### config.mk
export PLATFORM = sky130hd
export DESIGN_NAME = tmw_timer
export DESIGN_NICKNAME = d
export VERILOG_FILES = /design/src/tmw_pkg.sv /design/src/tmw_timer.sv
export SDC_FILE = /design/constraint.sdc
export NUM_CORES = 1
export LEC_CHECK = 0
export ABC_AREA = 1
export CAP_MARGIN = 20
export CELL_PAD_IN_SITES_DETAIL_PLACEMENT = 1
export CELL_PAD_IN_SITES_GLOBAL_PLACEMENT = 1
export CORE_ASPECT_RATIO = 1.75
export CORE_MARGIN = 2
export CORE_UTILIZATION = 40
export DETAILED_ROUTE_END_ITERATION = 6
export DONT_BUFFER_PORTS = 1
export PLACE_DENSITY_LB_ADDON = 0.08
export SYNTH_ARGS = -nofsm -noshare
export SYNTH_HDL_FRONTEND = slang
export SYNTH_SLANG_ARGS = --single-unit
### constraint.sdc
create_clock -name clk_i -period 1.55 [get_ports clk_i]
set_input_delay 0.155 -clock clk_i [delete_from_list [all_inputs] [get_ports clk_i]]
set_output_delay 0.155 -clock clk_i [all_outputs]
set_load 0.01 [all_outputs]
### src/tmw_pkg.sv
// Constants and types for the eight-bit waveform timer.
// Assumes a 32-bit classic Wishbone register bus; all registers fit in the low 8 bits.
package tmw_pkg;

   // ----------------------------------------------------------------
   // Register offsets (byte addresses)
   // ----------------------------------------------------------------
   localparam logic [4:0] CTRL_OFS = 5'h00;
   localparam logic [4:0] COUNT_OFS = 5'h04;
   localparam logic [4:0] COMPARE_OFS = 5'h08;
   localparam logic [4:0] STATUS_OFS = 5'h0c;
   localparam logic [4:0] PIN_OFS = 5'h10;

   // ----------------------------------------------------------------
   // Field positions
   // ----------------------------------------------------------------
   localparam int CTRL_FORCE_BIT = 7;
   localparam int STATUS_WRAP_BIT = 0;
   localparam int STATUS_MATCH_BIT = 1;
   localparam int PIN_DIR_BIT = 0;
   localparam int PIN_DATA_BIT = 1;
   localparam int PIN_WAVE_BIT = 2;

   // ----------------------------------------------------------------
   // Reset values
   // ----------------------------------------------------------------
   localparam logic [7:0] CTRL_RST = 8'h00;
   localparam logic [7:0] COUNT_RST = 8'h00;
   localparam logic [7:0] COMPARE_RST = 8'h00;
   localparam logic [7:0] PIN_RST = 8'h00;

   // ----------------------------------------------------------------
   // Counting constants
   // ----------------------------------------------------------------
   localparam logic [7:0] COUNT_MAX = 8'hff;
   localparam logic [7:0] COUNT_BOTTOM = 8'h00;
   localparam int PRESCALE_BITS = 10;

   // ----------------------------------------------------------------
   // Modes and actions
   // ----------------------------------------------------------------
   typedef enum logic [1:0] {
      MODE_NORMAL = 2'h0,
      MODE_PHASE_PWM = 2'h1,
      MODE_CLEAR_ON_MATCH = 2'h2,
      MODE_FAST_PWM = 2'h3
   } tmw_mode_type;

   typedef enum logic [1:0] {
      ACT_NONE = 2'h0,
      ACT_TOGGLE = 2'h1,
      ACT_CLEAR = 2'h2,
      ACT_SET = 2'h3
   } tmw_action_type;

   // Clock select: 0 stops the timer
   typedef enum logic [2:0] {
      CS_STOP = 3'h0,
      CS_DIV1 = 3'h1,
      CS_DIV8 = 3'h2,
      CS_DIV64 = 3'h3,
      CS_DIV256 = 3'h4,
      CS_DIV1024 = 3'h5
   } tmw_clk_sel_type;

   // Control register layout, bits 6:0 (bit 7 is the force strobe)
   typedef struct packed {
      tmw_clk_sel_type clk_sel;
      tmw_action_type output_action_select;
      tmw_mode_type wave_mode_select;
   } tmw_ctrl_type;

endpackage : tmw_pkg

### src/tmw_timer.sv
// Eight-bit timer with normal, clear-on-match and fast PWM waveform modes.
// Assumes a classic Wishbone master on clk_i and interrupt acknowledge
// strobes from an interrupt controller on the same clock.
//
// Implementation choices: the register offsets and the Wishbone interface to the registers.
`timescale 1ns/1ps
`default_nettype none

module tmw_timer #(
   parameter int ADR_W = 5
) (
   input wire logic clk_i,                 // 250 MHz system clock
   input wire logic rst_i,                 // Synchronous reset, high
   input wire logic cyc_i,                 // Wishbone cycle
   input wire logic stb_i,                 // Wishbone strobe
   input wire logic we_i,                  // Wishbone write enable
   input wire logic [ADR_W-1:0] adr_i,     // Wishbone byte address
   input wire logic [3:0] sel_i,           // Wishbone byte selects
   input wire logic [31:0] dat_i,          // Wishbone write data
   output logic [31:0] dat_o,              // Wishbone read data
   output logic ack_o,                     // Wishbone acknowledge
   input wire logic wrap_ack_i,            // Overflow interrupt serviced
   input wire logic match_ack_i,           // Match interrupt serviced
   output logic wrap_flag_o,               // Overflow flag
   output logic match_flag_o,              // Compare match flag
   output logic pin_out_o,                 // Port pin level
   output logic pin_oe_o                   // Port pin drive enable
);

   // ----------------------------------------------------------------
   // Functions
   // ----------------------------------------------------------------
   function automatic logic apply_action(input tmw_pkg::tmw_action_type act,
                                         input logic cur);
      logic res;
      res = cur;
      unique case (act)
         tmw_pkg::ACT_NONE: res = cur;
         tmw_pkg::ACT_TOGGLE: res = ~cur;
         tmw_pkg::ACT_CLEAR: res = 1'b0;
         tmw_pkg::ACT_SET: res = 1'b1;
      endcase
      return res;
   endfunction : apply_action

   function automatic logic reg_hit(input logic [ADR_W-1:0] adr,
                                    input logic [4:0] ofs);
      return adr == ADR_W'(ofs);
   endfunction : reg_hit

   // ----------------------------------------------------------------
   // Registers
   // ----------------------------------------------------------------
   tmw_pkg::tmw_ctrl_type ctrl;
   logic [7:0] count_value;
   logic [7:0] compare_buf;
   logic [7:0] compare_value;
   logic wrap_flag;
   logic match_flag;
   logic wave_output;
   logic pin_dir;
   logic pin_data;
   logic match_block;
   logic [tmw_pkg::PRESCALE_BITS-1:0] prescale;
   logic ack;
   logic [31:0] rd_data;

   logic bus_req;
   logic wr_en;
   logic wr_ctrl;
   logic wr_count;
   logic wr_compare;
   logic wr_status;
   logic wr_pin;
   logic force_match_strobe;
   logic tick;
   logic pwm_mode;
   logic clear_on_match_mode;
   logic fast_pwm;
   logic at_max;
   logic at_top;
   logic match;
   logic [7:0] next_count;
   logic next_wave;
   logic [31:0] next_rd_data;

   // ----------------------------------------------------------------
   // Bus decode
   // ----------------------------------------------------------------
   assign bus_req = cyc_i & stb_i;
   // Writes take effect at the edge where ack is high
   assign wr_en = bus_req & we_i & ack & sel_i[0];
   assign wr_ctrl = wr_en & reg_hit(adr_i, tmw_pkg::CTRL_OFS);
   assign wr_count = wr_en & reg_hit(adr_i, tmw_pkg::COUNT_OFS);
   assign wr_compare = wr_en & reg_hit(adr_i, tmw_pkg::COMPARE_OFS);
   assign wr_status = wr_en & reg_hit(adr_i, tmw_pkg::STATUS_OFS);
   assign wr_pin = wr_en & reg_hit(adr_i, tmw_pkg::PIN_OFS);
   assign force_match_strobe = wr_ctrl & dat_i[tmw_pkg::CTRL_FORCE_BIT];

   always_ff @(posedge clk_i)
   begin
      if (rst_i)
      begin
         ack <= 1'b0;
      end
      else
      begin
         ack <= bus_req & ~ack;
      end
   end

   always_comb
   begin
      next_rd_data = 32'h0000_0000;
      if (reg_hit(adr_i, tmw_pkg::CTRL_OFS))
      begin
         next_rd_data[6:0] = ctrl;
      end
      else if (reg_hit(adr_i, tmw_pkg::COUNT_OFS))
      begin
         next_rd_data[7:0] = count_value;
      end
      else if (reg_hit(adr_i, tmw_pkg::COMPARE_OFS))
      begin
         next_rd_data[7:0] = compare_buf;
      end
      else if (reg_hit(adr_i, tmw_pkg::STATUS_OFS))
      begin
         next_rd_data[tmw_pkg::STATUS_WRAP_BIT] = wrap_flag;
         next_rd_data[tmw_pkg::STATUS_MATCH_BIT] = match_flag;
      end
      else if (reg_hit(adr_i, tmw_pkg::PIN_OFS))
      begin
         next_rd_data[tmw_pkg::PIN_DIR_BIT] = pin_dir;
         next_rd_data[tmw_pkg::PIN_DATA_BIT] = pin_data;
         next_rd_data[tmw_pkg::PIN_WAVE_BIT] = wave_output;
      end
   end

   always_ff @(posedge clk_i)
   begin
      if (rst_i)
      begin
         rd_data <= 32'h0000_0000;
      end
      else if (bus_req & ~ack & ~we_i)
      begin
         rd_data <= next_rd_data;
      end
   end

   // ----------------------------------------------------------------
   // Control and pin registers
   // ----------------------------------------------------------------
   always_ff @(posedge clk_i)
   begin
      if (rst_i)
      begin
         ctrl <= tmw_pkg::tmw_ctrl_type'(tmw_pkg::CTRL_RST[6:0]);
      end
      else if (wr_ctrl)
      begin
         ctrl <= tmw_pkg::tmw_ctrl_type'(dat_i[6:0]);
      end
   end

   always_ff @(posedge clk_i)
   begin
      if (rst_i)
      begin
         pin_dir <= tmw_pkg::PIN_RST[tmw_pkg::PIN_DIR_BIT];
         pin_data <= tmw_pkg::PIN_RST[tmw_pkg::PIN_DATA_BIT];
      end
      else if (wr_pin)
      begin
         pin_dir <= dat_i[tmw_pkg::PIN_DIR_BIT];
         pin_data <= dat_i[tmw_pkg::PIN_DATA_BIT];
      end
   end

   // ----------------------------------------------------------------
   // Prescaler
   // ----------------------------------------------------------------
   always_ff @(posedge clk_i)
   begin
      if (rst_i)
      begin
         prescale <= '0;
      end
      else
      begin
         prescale <= prescale + 1'b1;
      end
   end

   always_comb
   begin
      unique case (ctrl.clk_sel)
         tmw_pkg::CS_DIV1: tick = 1'b1;
         tmw_pkg::CS_DIV8: tick = &prescale[2:0];
         tmw_pkg::CS_DIV64: tick = &prescale[5:0];
         tmw_pkg::CS_DIV256: tick = &prescale[7:0];
         tmw_pkg::CS_DIV1024: tick = &prescale[9:0];
         default: tick = 1'b0;
      endcase
   end

   // ----------------------------------------------------------------
   // Mode decode and compare
   // ----------------------------------------------------------------
   assign pwm_mode = ctrl.wave_mode_select[0];
   assign clear_on_match_mode = ctrl.wave_mode_select == tmw_pkg::MODE_CLEAR_ON_MATCH;
   assign fast_pwm = ctrl.wave_mode_select == tmw_pkg::MODE_FAST_PWM;
   assign at_max = count_value == tmw_pkg::COUNT_MAX;
   // Top is the compare value only in clear-on-match mode
   assign at_top = clear_on_match_mode ? (count_value == compare_value) : at_max;
   assign match = tick & ~match_block & (count_value == compare_value);

   // A count write blocks matches until one tick has passed
   always_ff @(posedge clk_i)
   begin
      if (rst_i)
      begin
         match_block <= 1'b0;
      end
      else if (wr_count)
      begin
         match_block <= 1'b1;
      end
      else if (tick)
      begin
         match_block <= 1'b0;
      end
   end

   // ----------------------------------------------------------------
   // Counter
   // ----------------------------------------------------------------
   always_comb
   begin
      next_count = count_value + 8'h01;
      if (clear_on_match_mode & at_top & ~match_block)
      begin
         next_count = tmw_pkg::COUNT_BOTTOM;
      end
      else if (fast_pwm & at_max)
      begin
         next_count = tmw_pkg::COUNT_BOTTOM;
      end
   end

   always_ff @(posedge clk_i)
   begin
      if (rst_i)
      begin
         count_value <= tmw_pkg::COUNT_RST;
      end
      else if (wr_count)
      begin
         count_value <= dat_i[7:0];
      end
      else if (tick)
      begin
         count_value <= next_count;
      end
   end

   // ----------------------------------------------------------------
   // Compare value and its buffer
   // ----------------------------------------------------------------
   always_ff @(posedge clk_i)
   begin
      if (rst_i)
      begin
         compare_buf <= tmw_pkg::COMPARE_RST;
      end
      else if (wr_compare)
      begin
         compare_buf <= dat_i[7:0];
      end
   end

   always_ff @(posedge clk_i)
   begin
      if (rst_i)
      begin
         compare_value <= tmw_pkg::COMPARE_RST;
      end
      else if (~pwm_mode)
      begin
         compare_value <= wr_compare ? dat_i[7:0] : compare_buf;
      end
      else if (tick & at_max & ~wr_count)
      begin
         compare_value <= compare_buf;
      end
   end

   // ----------------------------------------------------------------
   // Flags: hardware set wins over any clear
   // ----------------------------------------------------------------
   always_ff @(posedge clk_i)
   begin
      if (rst_i)
      begin
         wrap_flag <= 1'b0;
      end
      else if (tick & ~wr_count & at_max)
      begin
         wrap_flag <= 1'b1;
      end
      else if (wrap_ack_i)
      begin
         wrap_flag <= 1'b0;
      end
      else if (wr_status & dat_i[tmw_pkg::STATUS_WRAP_BIT])
      begin
         wrap_flag <= 1'b0;
      end
   end

   always_ff @(posedge clk_i)
   begin
      if (rst_i)
      begin
         match_flag <= 1'b0;
      end
      else if (match)
      begin
         match_flag <= 1'b1;
      end
      else if (match_ack_i | (wr_status & dat_i[tmw_pkg::STATUS_MATCH_BIT]))
      begin
         match_flag <= 1'b0;
      end
   end

   // ----------------------------------------------------------------
   // Waveform generator
   // ----------------------------------------------------------------
   always_comb
   begin
      next_wave = wave_output;
      if (fast_pwm)
      begin
         // Bottom update wins, so compare at max holds a constant level
         if (tick & at_max & ~wr_count)
         begin
            if (ctrl.output_action_select == tmw_pkg::ACT_CLEAR)
            begin
               next_wave = 1'b1;
            end
            else if (ctrl.output_action_select == tmw_pkg::ACT_SET)
            begin
               next_wave = 1'b0;
            end
         end
         else if (match & ctrl.output_action_select[1])
         begin
            next_wave = apply_action(ctrl.output_action_select, wave_output);
         end
      end
      else if (~pwm_mode)
      begin
         if (force_match_strobe)
         begin
            next_wave = apply_action(tmw_pkg::tmw_action_type'(dat_i[3:2]),
                                     wave_output);
         end
         else if (match)
         begin
            next_wave = apply_action(ctrl.output_action_select, wave_output);
         end
      end
   end

   always_ff @(posedge clk_i)
   begin
      if (rst_i)
      begin
         wave_output <= 1'b0;
      end
      else
      begin
         wave_output <= next_wave;
      end
   end

   // ----------------------------------------------------------------
   // Outputs
   // ----------------------------------------------------------------
   always_ff @(posedge clk_i)
   begin
      if (rst_i)
      begin
         pin_out_o <= 1'b0;
         pin_oe_o <= 1'b0;
      end
      else
      begin
         // Override port data whenever an action is selected
         pin_out_o <= (ctrl.output_action_select != tmw_pkg::ACT_NONE) ?
                      next_wave : pin_data;
         pin_oe_o <= pin_dir;
      end
   end

   assign dat_o = rd_data;
   assign ack_o = ack;
   assign wrap_flag_o = wrap_flag;
   assign match_flag_o = match_flag;

endmodule : tmw_timer

`default_nettype wire

**Word level (Yosys, flattened, before mapping)**

Index checks and enable logic that the tools add are counted.

- Flip-flop bits (word level): 58
- Output and inout bits: 37
- Word-level logic and storage cells: 115

- Add/subtract/negate cells: 2
- Equal/unequal tests: 20
- Muxes and demuxes: 35
- Bitwise logic cells: 30
- Reduce and logical (&&, ||, !) cells: 11

Operator list:

| kind | count |
|---|---|
| $mux W8 | 8 |
| $and A1 B1 Y1 | 24 |
| $mux W1 | 19 |
| $eq A2 B2 Y1 const B | 6 |
| $add A10 B1 Y10 const B | 1 |
| $eq A5 B4 Y1 const B | 2 |
| $reduce_and A10 Y1 | 1 |
| $add A8 B1 Y8 const B | 1 |
| $eq A8 B8 Y1 | 1 |
| $eq A8 B8 Y1 const B | 1 |
| $pmux W1 S4 | 2 |
| $reduce_and A8 Y1 | 1 |
| $mux W7 | 1 |
| $eq A3 B2 Y1 const B | 2 |
| $eq A3 B3 Y1 const B | 2 |
| $mux W3 | 2 |
| $reduce_and A6 Y1 | 1 |
| $reduce_bool A2 Y1 | 3 |
| $eq A5 B3 Y1 const B | 1 |
| $eq A5 B5 Y1 const B | 1 |
| $logic_not A5 Y1 | 1 |
| $mux W5 | 1 |
| $not A1 Y1 | 5 |
| $pmux W1 S5 | 1 |
| other kinds (8) | 10 |

**Longest topological paths before layout**

- Word-level depth: 10
- Depth in mapped cells: 15
- Mapped depth without buffers: 15

**Least setup slack after synthesis**

No wires, ideal clock.

- Path kind: register -> register
- Start: register prescale[0] in the netlist's numbering
- End: register count_value[5]
- Arrival time: 1.618 ns
- Data required time: 1.476 ns
- Setup slack: -0.142 ns
- Stages on the path, launching flop included: 12
- Path through: dfxtp_1 -> ha_1 -> nand2_1 -> nor2_1 -> nand3_1 -> nand2_1 -> nand3_2 -> nor2_4 -> nand2_1 -> nor2_2 -> nand3b_1 -> a31oi_1

- Word-level cells in the longest chain between the ends: 3
- Elaborated cells between the ends (all ways): 6

Ends and longest elaborated chain:

| element | line | source |
|---|---|---|
| start: declaration | tmw_timer.sv:64 | `logic [tmw_pkg::PRESCALE_BITS-1:0] prescale;` |
| start signal: assignment | tmw_timer.sv:192 | `prescale <= prescale + 1'b1;` |
| $reduce_and A10 Y1, or another cell as far along | tmw_timer.sv:203 | `tmw_pkg::CS_DIV1024: tick = &prescale[9:0];` |
| $pmux W1 S5 * | tmw_timer.sv:198 | `unique case (ctrl.clk_sel)` |
| $reduce_bool A2 Y1 (no line) * | -- |  |
| end signal: assignment | tmw_timer.sv:256 | `count_value <= tmw_pkg::COUNT_RST;` |
| end signal: assignment | tmw_timer.sv:260 | `count_value <= dat_i[7:0];` |
| end signal: assignment | tmw_timer.sv:264 | `count_value <= next_count;` |
| end: declaration | tmw_timer.sv:55 | `logic [7:0] count_value;` |

Every way passes the cells marked *; elsewhere a longest branch is shown, timed or not.
A chain may end at the register's enable or synchronous reset.

**Worst setup path after layout**

- Start: register prescale[0] in the netlist's numbering
- End: register compare_value[2]

- Word-level cells in the longest chain between the ends: 5
- Elaborated cells between the ends (all ways): 8

Ends and longest elaborated chain:

| element | line | source |
|---|---|---|
| $reduce_and A10 Y1, or another cell as far along | tmw_timer.sv:203 |  |
| $pmux W1 S5 * | tmw_timer.sv:198 |  |
| $and A1 B1 Y1 * (2 in series) | tmw_timer.sv:293 | `else if (tick & at_max & ~wr_count)` |
| $ne A2 B1 Y1 (no line) * | -- |  |
| end signal: assignment | tmw_timer.sv:287 | `compare_value <= tmw_pkg::COMPARE_RST;` |
| end signal: assignment | tmw_timer.sv:291 | `compare_value <= wr_compare ? dat_i[7:0] : compare_buf;` |
| end signal: assignment | tmw_timer.sv:295 | `compare_value <= compare_buf;` |
| end: declaration | tmw_timer.sv:57 | `logic [7:0] compare_value;` |

Marked as above.

==> impl_metrics.env <==
export IMPL_core_area_um2=7860
export IMPL_clock_latency_ns=0.33
export IMPL_dpl_hpwl_mm=7.86
export IMPL_hp_class="in2reg"
export IMPL_wl_per_cell_um=17.4
export IMPL_htreeDepth=3
export IMPL_grtUsageTotal_pct=25.1
export IMPL_drtAntennaViolNets=0
export IMPL_routed_wl_mm=10.8
export IMPL_tritoncts="built"
export IMPL_path_clk_slew_ns=0.05
export IMPL_crit_buf_inv=1
export IMPL_p_per_area_nw_per_um2=894
export IMPL_setup_slack_ns=-0.223
export IMPL_pwr_share_seq_pct=41.1
export IMPL_grt_pass1_vias=3278
export IMPL_dpl_worst_slack_ns=-0.222
export IMPL_cp_required_ns=1.76
export IMPL_place_area_um2=3540
export IMPL_slew_violations=0
export IMPL_cp_max_fo=8
export IMPL_nNetsFinal=576
export IMPL_die_h_um=122
export IMPL_hold_slack_ns=0.00812
export IMPL_area_delta_synth_final_pct=30.4
export IMPL_grt_antenna_before_repair=0
export IMPL_worstSetupPathDepth=12
export IMPL_numCtsBuffers=9
export IMPL_synthCells=462
export IMPL_vias_per_cell=5.26
export IMPL_internal_power_mw=2.94
export IMPL_skew_ns=0.00536
export IMPL_hold_viol_final=0
export IMPL_setup_viol=21
export IMPL_die_area_um2=8780
export IMPL_grt_max_degree=36
export IMPL_max_stage_delay_ns=0.35
export IMPL_crit_start="prescale[0]$_SDFF_PP0_"
export IMPL_syn_area_per_cell_um2=6.94
export IMPL_r2r_start="prescale[0]$_SDFF_PP0_"
export IMPL_overflow=0
export IMPL_crit_slowest_cell="dfxtp_2"
export IMPL_cp_top_family="simple AND/OR/NAND/NOR gates"
export IMPL_p_clk_share_pct=54.4
export IMPL_whs_path_depth=2
export IMPL_cts_root_buf="clkbuf_16"
export IMPL_drtPass1Iterations=6
export IMPL_reg2reg_depth=12
export IMPL_drt_initial_drc_count=148
export IMPL_num_rows=43
export IMPL_ys_seq_area_share_pct=36.2
export IMPL_die_x_um=71.7
export IMPL_min_period_ns=1.77
export IMPL_rsz0062_at_grt="true"
export IMPL_final_util_pct=53.2
export IMPL_outcome="finished with violations"
export IMPL_endpoint_kind="flop"
export IMPL_port_buffers=0
export IMPL_sw_frac_of_total_pct=21.5
export IMPL_hp_start="dat_i[7]"
export IMPL_yosysWarnings=0
export IMPL_min_period_over_period_pct=114
export IMPL_vias=3256
export IMPL_drive_above_1_share_pct=25.0
export IMPL_peakVddDrop_mv=0.752
export IMPL_violations="negative setup slack"
export IMPL_worst_setup_path_start_kind="flop"
export IMPL_io_pin_count=85
export IMPL_synth_cell_types=41
export IMPL_crit_chain="ha_4 -> nand2_4 -> nor2_4 -> nand3_2 -> nand2_2 -> nand3_4 -> nor2_4 -> nand2_4 -> clkinv_8 -> nor2_8 -> o21ai_2 -> a21oi_1"
export IMPL_grt_pass1_wl_mm=16.4
export IMPL_critical_path_class="reg2reg"
export IMPL_fin_area_um2=4180
export IMPL_cts_buffer_depth=2
export IMPL_synth_seq_cells=58
export IMPL_start_util_pct=40.8
export IMPL_max_cap_violations=0
export IMPL_place_gp_congestion=0.904
export IMPL_cts_sinks=58
export IMPL_antennaDiodeCount=0
export IMPL_p_leak_nw=1.77
export IMPL_combPwrFrac_pct=4.6
export IMPL_p_sw_mw=0.804
export IMPL_cp_arrival_ns=1.99
export IMPL_drc_errors=0
export IMPL_max_freq_ghz=0.564
export IMPL_syn_area_um2=3210
synth_stat cells, drive strengths merged:
library cell  instances  share of area, %
nand4                 3              0.59
nor3                  7               1.1
buf                  27               6.3
nand3b                3              0.70
conb                  1              0.12
nand2               104                13
a41oi                 4               1.1
dfxtp                58                36
xor2                  4               1.1
nor4                  3               1.5
o21ai                37               5.8
o211ai                2              0.47
inv                  61               7.3
xnor2                 1              0.27
ha                    3               1.2
o22ai                 3              0.59
nand3                25               4.1
a21oi                25               3.9
clkinv                1              0.27
nor2                 59               7.8
a211oi                2              0.62
a31oi                14               2.7
clkbuf                8               2.2
or2                   5              0.98
o21a                  1              0.23
nor3b                 1              0.23
final timing paths:
path | slack [ns] | end
worst max register to register | -0.22 | compare_value[2]$_SDFFE_PP0P_
worst min register to register | 0.48 | compare_value[1]$_SDFFE_PP0P_
worst min-delay path | 0.008 | compare_buf[7]$_SDFF_PP0_
worst max-delay path | -0.22 | compare_value[2]$_SDFFE_PP0P_
cells in the final DEF, fill, tap and decap left out, drive strengths merged:
cell type      n
inv           60
nand2        104
nor3b          1
nand3b         3
bufinv         1
nor2          60
conb          24
ha             3
or2            5
nand3         25
buf           57
nand4          3
nor4           3
a41oi          4
o21ai         37
clkinv         3
a21oi         25
o22ai          3
nor3           7
o211ai         2
clkbuf        13
o21a           1
a211oi         2
xnor2          1
dfxtp         58
xor2           4
dlygate4sd3    6
a31oi         14
layer usage:
metal | up-vias | GRT usage, % | wire length, um
met2 | 61 | 46.9 | 6130
met4 | 0 | 13.9 | 392
li1 | 1586 | - | -
met3 | 22 | 6.32 | 418
met5 | - | 0 | 0
met1 | 1587 | 24.5 | 3830
cell type report:
type	count	area, um2
clock buffers	13	270
inverters	62	253
clock inverters	2	35.0
flip-flops and latches	58	1170
fillers	1028	3670
well taps	90	113
repair buffers	63	508
multi-input cells	331	1840
kinds of logic after synthesis:
family,count (synthesis),synth area share (%)
simple gates,210,29.7
buf+inv,97,16.0
compound gates,88,15.4
flops,58,36.2
xor+xnor,5,1.37
fa+ha+maj,3,1.17
other cells,1,0.117
through the flow:
step | total power, mW | TNS [ns] | instances
2_1_floorplan | 1.71 | 0 | 485
3_3_place_gp | 1.68 | -1.53 | 589
3_5_place_dp | 1.69 | -2.72 | 589
4_1_cts | 3.77 | -2.84 | 615
5_1_grt | 3.85 | -6.03 | 619
6_report | 3.74 | -3.42 | 619
power by group through the flow:
stage	clock [mW]	sequential (mW)	combinational, mW
after floorplan	0	1.56	0.152
after global placement	0	1.56	0.120
after detailed placement	0	1.56	0.125
after CTS	2.07	1.53	0.162
after global routing	2.12	1.54	0.189
final	2.03	1.54	0.170
state kept, by name, indices dropped and copies added (netlist names):
signal,count
ack_o,1
compare_buf,8
compare_value,8
count_value,8
ctrl,7
dat_o,8
match_block,1
match_flag_o,1
pin_data,1
pin_dir,1
pin_oe_o,1
pin_out_o,1
prescale,10
wave_output,1
wrap_flag_o,1
repair_timing:
item | in CTS | in global routing
gates resized for setup | 12 | 41
setup endpoints to repair | 20 | 24
gates cloned | 0 | 1
hold endpoints to repair | 38 | 0
hold buffers | 7 | 0
pin swaps | 5 | 19
buffers inserted | 4 | 5
Note: power is estimated with default switching activity, not from simulation.
